File: src/logic/trr_pkg.sv
// constants for the temperature result register pair
package trr_pkg;
  localparam int          TRR_CODE_W    = 12;
  localparam int          TRR_BYTE_W    = 8;
  localparam logic [7:0]  TRR_ADDR_LOW  = 8'h0E;
  localparam logic [7:0]  TRR_ADDR_HIGH = 8'h0F;
  localparam logic [11:0] TRR_CODE_RST  = 12'h000;
  localparam logic [7:0]  TRR_RD_UNMAP  = 8'h00;
  // low byte flag positions
  localparam int          TRR_BIT_FAIL  = 3;
  localparam int          TRR_BIT_BUSY  = 2;
  localparam int          TRR_BIT_INT   = 1;
  localparam int          TRR_BIT_BACK  = 0;
  // split of the code over the two bytes
  localparam int          TRR_FRAC_W    = 4;
  localparam int          TRR_FRAC_LSB  = 4;
endpackage

File: src/logic/trr_code_reg.sv
// holder for the 12-bit temperature code, loaded on the update tick
`timescale 1ns/1ps
module trr_code_reg
  import trr_pkg::*;
(
  input  wire logic                  clock,
  input  wire logic                  rstn,
  input  wire logic                  loadPulse,
  input  wire logic [TRR_CODE_W-1:0] loadCode,
  output logic      [TRR_CODE_W-1:0] codeOut
);
  logic [TRR_CODE_W-1:0] code_q;

  // direct update, no shadow copy behind it
  always_ff @(posedge clock or negedge rstn) begin
    if (!rstn) begin
      code_q <= TRR_CODE_RST;
    end else if (loadPulse) begin
      code_q <= loadCode;
    end
  end

  assign codeOut = code_q;
endmodule

File: src/logic/trr_regs.sv
// temperature result registers: low byte with flags and high byte
`timescale 1ns/1ps
// Summary of operation
// - 12-bit two's-complement code, one sixteenth degree per unit.
// - high byte holds sign and integer bits, code bits 11 to 4.
// - low byte holds fraction bits 7..4, then four flags in bits 3..0.
// - code reads zero after reset until the first result loads.
// - both bytes update directly on the tick; no shadow copy.
module trr_regs
  import trr_pkg::*;
(
  input  wire logic                  clock,
  input  wire logic                  rstn,
  input  wire logic                  tickPulse,
  input  wire logic [TRR_CODE_W-1:0] measCode,
  input  wire logic                  eepromFailSet,
  input  wire logic                  eepromBusy,
  input  wire logic                  clockOutIntSet,
  input  wire logic                  backupSwitchSet,
  input  wire logic [7:0]            regAddr,
  input  wire logic                  regWrite,
  input  wire logic [TRR_BYTE_W-1:0] regWdata,
  input  wire logic                  regRead,
  output logic      [TRR_BYTE_W-1:0] regRdata,
  output logic                       regRvalid,
  output logic                       eepromFailFlag,
  output logic                       clockOutIntFlag,
  output logic                       backupSwitchFlag
);
  logic [TRR_CODE_W-1:0] codeNow;
  logic                  eepromFailFlag_q;
  logic                  clockOutIntFlag_q;
  logic                  backupSwitchFlag_q;
  logic [TRR_BYTE_W-1:0] rdata_q;
  logic                  rvalid_q;
  logic                  writeLow;
  logic                  tickSeen_q;

  // one flag: hardware set wins over a host write of zero
  function automatic logic flagNext(input logic cur, input logic setEv,
                                    input logic wr, input logic wbit);
    if (setEv) begin
      flagNext = 1'b1;
    end else if (wr && !wbit) begin
      flagNext = 1'b0;
    end else begin
      flagNext = cur;
    end
  endfunction

  // assemble the low byte from fraction bits and flags
  function automatic logic [TRR_BYTE_W-1:0] lowByte(
    input logic [TRR_CODE_W-1:0] c, input logic f3, input logic f2,
    input logic f1, input logic f0);
    lowByte = {c[TRR_FRAC_W-1:0], f3, f2, f1, f0};
  endfunction

  // the code register, fed straight from the measurement
  trr_code_reg uCode (
    .clock     (clock),
    .rstn      (rstn),
    .loadPulse (tickPulse),
    .loadCode  (measCode),
    .codeOut   (codeNow)
  );

  assign writeLow = regWrite && (regAddr == TRR_ADDR_LOW);

  // sticky flags; writes to the low byte touch only these
  always_ff @(posedge clock or negedge rstn) begin
    if (!rstn) begin
      eepromFailFlag_q   <= 1'b0;
      clockOutIntFlag_q  <= 1'b0;
      backupSwitchFlag_q <= 1'b0;
    end else begin
      eepromFailFlag_q   <= flagNext(eepromFailFlag_q, eepromFailSet,
                              writeLow, regWdata[TRR_BIT_FAIL]);
      clockOutIntFlag_q  <= flagNext(clockOutIntFlag_q, clockOutIntSet,
                              writeLow, regWdata[TRR_BIT_INT]);
      backupSwitchFlag_q <= flagNext(backupSwitchFlag_q, backupSwitchSet,
                              writeLow, regWdata[TRR_BIT_BACK]);
    end
  end

  // registered read data; unmapped addresses read zero
  always_ff @(posedge clock or negedge rstn) begin
    if (!rstn) begin
      rdata_q <= TRR_RD_UNMAP;
    end else if (regRead) begin
      case (regAddr)
        TRR_ADDR_LOW:  rdata_q <= lowByte(codeNow, eepromFailFlag_q,
                                  eepromBusy, clockOutIntFlag_q,
                                  backupSwitchFlag_q);
        TRR_ADDR_HIGH: rdata_q <=
                         codeNow[TRR_CODE_W-1:TRR_FRAC_LSB];
        default:       rdata_q <= TRR_RD_UNMAP;
      endcase
    end
  end

  // read answer strobe, one cycle after the request
  always_ff @(posedge clock or negedge rstn) begin
    if (!rstn) begin
      rvalid_q <= 1'b0;
    end else begin
      rvalid_q <= regRead;
    end
  end

  // helper for checking: has any result been loaded yet
  always_ff @(posedge clock or negedge rstn) begin
    if (!rstn) begin
      tickSeen_q <= 1'b0;
    end else if (tickPulse) begin
      tickSeen_q <= 1'b1;
    end
  end

  assign regRdata         = rdata_q;
  assign regRvalid        = rvalid_q;
  assign eepromFailFlag   = eepromFailFlag_q;
  assign clockOutIntFlag  = clockOutIntFlag_q;
  assign backupSwitchFlag = backupSwitchFlag_q;

endmodule

File: config.mk
export PLATFORM = sky130hd
export DESIGN_NAME = trr_regs
export DESIGN_NICKNAME = d
export VERILOG_FILES = /design/src/logic/trr_pkg.sv /design/src/logic/trr_code_reg.sv /design/src/logic/trr_regs.sv
export SDC_FILE = /design/constraint.sdc
export NUM_CORES = 1
export LEC_CHECK = 0
export ABC_CLOCK_PERIOD_IN_PS = 1800
export BUFFER_PORTS_ARGS = -buffer_cell sky130_fd_sc_hd__buf_2
export CAP_MARGIN = 25
export CORE_MARGIN = 1
export CORE_UTILIZATION = 48
export CTS_CLUSTER_SIZE = 12
export DETAILED_ROUTE_END_ITERATION = 6
export PLACE_DENSITY = 0.82
export SYNTH_ARGS = -nofsm -noshare
export SYNTH_HDL_FRONTEND = slang
export SYNTH_SLANG_ARGS = --single-unit
File: constraint.sdc
create_clock -name clock -period 1.8 [get_ports clock]
set_input_delay 0.45 -clock clock [delete_from_list [all_inputs] [get_ports clock]]
set_output_delay 0.45 -clock clock [all_outputs]
set_load 0.05 [all_outputs]
==> Implementation_results.wiki <==
{| class="wikitable"
! Metric !! Value
|-
| Cell type group with the largest total delay on the critical path || flip-flops
|-
| Count of endpoints failing hold in the final timing report || 0
|-
| Number of I/O port buffers || 43
|-
| Total Die Area || 2356 µm²
|-
| Leak || 0.6272 nW
|-
| Worst r2r src || clockOutIntFlag$_DFFE_PN0P_
|-
| Levels on crit path || 1
|-
| Power per cell area || 715.5 nW/µm²
|-
| Share of synthesized area occupied by flip-flops and latches || 57.76%
|-
| Endpoints failing setup || 0
|-
| Number of global-route vias before repair || 811
|-
| Proportion of netlist area held by the largest area contributor || 57.76%
|-
| Slowest cell delay on critical path || 420 ps
|-
| Critical path data arrival time || 1000 ps
|-
| Max Freq || 0.6893 GHz
|-
| Instance count of the mapped netlist || 73
|-
| Design area || 1301 µm²
|-
| Endpoint type of the worst setup path || primary output
|-
| Worst-Skew Late Latency || 300 ps
|-
| Top-Level Pins || 49
|-
| Maximum number of buffers from clock root to sink || 2
|-
| Count of inserted antenna diode cells || 0
|-
| Distinct cells, synth || 13
|-
| DR DRC count || 0
|-
| DR vias || 777
|-
| Layout cells sized above 1 || 51.28%
|-
| Origin of the worst setup path || clockOutIntFlag$_DFFE_PN0P_
|-
| Crit Path Max Fanout || 3
|-
| Register clock-pin slew on the reported worst setup and hold paths || 120 ps
|-
| Gr ovfl total || 0
|-
| Final Skew || 1.302 ps
|-
| Fraction of registers with async set or reset after synthesis || 100.0%
|-
| Final cell count without fillers || 144
|-
| Die Y-Extent || 48.54 µm
|-
| Syn_nets || 110
|-
| Max cap viols || 0
|-
| Type of the worst setup path || flip-flop to primary output
|-
| Clock tree from TritonCTS || done
|-
| Slew Viols, Final || 0
|-
| Path class of the lowest-slack min-delay path || input port to asynchronous set/reset pin
|-
| Placed cell count || 141
|-
| Core Rows || 16
|-
| Root buf cell || sky130_fd_sc_hd__clkbuf_4
|-
| Multi-input combinational cell area || 410.4 µm²
|-
| Number of storage elements in the synthesis netlist || 24
|-
| Total area of sequential cells || 600.6 µm²
|-
| CP Cell Sequence || buf_2
|-
| Mean Syn Cell Area || 14.24 µm²
|-
| CTS resizes || 0
|-
| CP max stage cell || sky130_fd_sc_hd__dfrtp_1
|-
| Shortest clock period the worst path allows after layout || 1451 ps
|-
| FILL cells || 185
|-
| H-tree depth reported by CTS || 1
|-
| Capture point of the worst path || clockOutIntFlag
|-
| Status || completed
|-
| Die Wd || 48.54 µm
|-
| Post-CTS setup buffer count || 0
|-
| Number of antenna violations at the first check in global routing || 0
|-
| Slew @ Worst Pin || 532.2 ps
|-
| EDFF count, synth || 0
|-
| Yosys warning total || 0
|-
| Most area-consuming cells after synthesis || sky130_fd_sc_hd__dfrtp_1, sky130_fd_sc_hd__mux2_2, sky130_fd_sc_hd__mux2i_1
|-
| Number of DRC violations after detailed-routing iteration 0 || 2
|-
| HPWL reported at the end of detailed placement || 1532 µm
|-
| Worst hold slack across all endpoints || 105.9 ps
|-
| Maximum number of pins on one net before global-route repair || 25
|-
| Data required time of the worst path || 1350 ps
|-
| Most common flop cell mapped by yosys || sky130_fd_sc_hd__dfrtp_1
|-
| Sinks on the clock net || 24
|-
| Worst rel slew slack || 64.52%
|-
| Crit start category || flip-flop
|-
| Number of buffers added by the clock tree synthesis step || 3
|-
| Final clock period utilization by the worst path || 80.60%
|-
| Total Nets Final || 156
|-
| Wire length of the first global-routing pass || 3401 µm
|-
| Crit path buffers/inverters || 1
|-
| Synth-to-Final Area Change || 25.15%
|-
| Hold bufs inserted after CTS || 0
|-
| Highest ir drop seen on vdd || 0.4981 mV
|-
| Area inside the core boundary || 2002 µm²
|-
| Unrepaired setup endpoints after global routing || false
|-
| Post-Syn Area || 1040 µm²
|-
| Global-route usage over all layers || 18.94%
|-
| Reg2Reg Setup Slack || 960 ps
|-
| Area leader, netlist || sky130_fd_sc_hd__dfrtp_1
|-
| Aggregate negative setup slack || 0 ps
|-
| Weighted congestion reported at the end of routability-driven placement || 0.7480
|-
| Total length of routed wires || 2063 µm
|-
| Wirelength per Cell || 14.33 µm
|-
| Instance area at placement || 1279 µm²
|-
| Worst r2r path cells || 2
|-
| Top post-synthesis cells by count || sky130_fd_sc_hd__dfrtp_1, sky130_fd_sc_hd__mux2_2, sky130_fd_sc_hd__mux2i_1, sky130_fd_sc_hd__nand2b_1, sky130_fd_sc_hd__o41ai_1
|-
| Number of iterations in the first detailed-routing pass || 4
|-
| Initial Util || 51.94%
|-
| Destination of the worst register-to-register timing path || regRdata[1]$_DFFE_PN0P_
|-
| Most common cell in the netlist || sky130_fd_sc_hd__dfrtp_1
|-
| Via/cell ratio || 5.396
|-
| Post-DRT Antenna Nets || 0
|}
worst min path at each step:
stage / depth (start not counted) / slack, ps / endpoint / startpoint
5_1_grt: 1 / 130 / regRdata[1]$_DFFE_PN0P_ / rstn
2_1_floorplan: 0 / 150 / backupSwitchFlag$_DFFE_PN0P_ / rstn
4_1_cts: 1 / 110 / regRdata[1]$_DFFE_PN0P_ / rstn
3_3_place_gp: 1 / 440 / regRdata[2]$_DFFE_PN0P_ / rstn
6_report: 1 / 110 / regRdata[3]$_DFFE_PN0P_ / rstn
3_5_place_dp: 1 / 460 / regRvalid$_DFF_PN0_ / rstn
placed cells by master, fill, tap and decap left out, types with 2 or more instances in the layout:
| master | instances |
|---|---|
| sky130_fd_sc_hd__buf_2 | 43 |
| sky130_fd_sc_hd__buf_4 | 2 |
| sky130_fd_sc_hd__clkbuf_4 | 3 |
| sky130_fd_sc_hd__dfrtp_1 | 24 |
| sky130_fd_sc_hd__mux2_2 | 12 |
| sky130_fd_sc_hd__mux2i_1 | 8 |
| sky130_fd_sc_hd__nand2b_1 | 8 |
| sky130_fd_sc_hd__o32a_1 | 3 |
| sky130_fd_sc_hd__o41ai_1 | 8 |
| sky130_fd_sc_hd__or4b_1 | 3 |
per-stage QoR:
stage | util, % | setup slack, ps | total power (W)
CTS | 65.00 | 323.2 | 0.0009472
floorplan | - | 317.7 | 0.0006605
finish | 65.00 | 349.2 | 0.0009310
global route | 65.00 | 300.5 | 0.0009789
global placement | 63.88 | 209.0 | 0.0007144
detailed placement | 63.88 | 177.7 | 0.0007215
layer usage:
layer	share of wire [%]	vias to the layer above	GRT usage [%]	routed length, µm
li1	-	365	-	-
met2	52	26	36.15	1071
met3	5.4	4	2.830	111
met4	1.3	0	7.353	26
met1	41	382	20.91	853
met5	0	-	0	0
worst reg2reg max path, stage by stage (launching register included):
cell	delay (ps)
sky130_fd_sc_hd__dfrtp_1	420
sky130_fd_sc_hd__mux2i_1	100
sky130_fd_sc_hd__o41ai_1	230
cells by family after synthesis:
group	after synthesis	share of synthesized area, %
compound gates	11	9.627
buf+inv	5	2.767
flops	24	57.76
mux	20	20.70
simple gates	13	9.146
layout make-up:
class	count	area share [%]
clock buffers	3	1.731
multi-input cells	44	31.54
well taps	27	2.596
inverters	1	0.2885
repair buffers	45	17.69
flip-flops and latches	24	46.15
flip-flops by register name, indices dropped and copies added, names as in the netlist:
signal,cells
backupSwitchFlag,1
clockOutIntFlag,1
eepromFailFlag,1
regRdata,8
regRvalid,1
uCode.codeOut,12
where the power goes:
part	switching (W)	internal (W)	leakage, nW	total [W]
clock network	0.000144	0.0000781	0.0138	0.000222
registers	0.0000146	0.000568	0.290	0.000582
logic	0.0000599	0.0000664	0.323	0.000126
No activity file was read; power rests on OpenSTA's default activity.
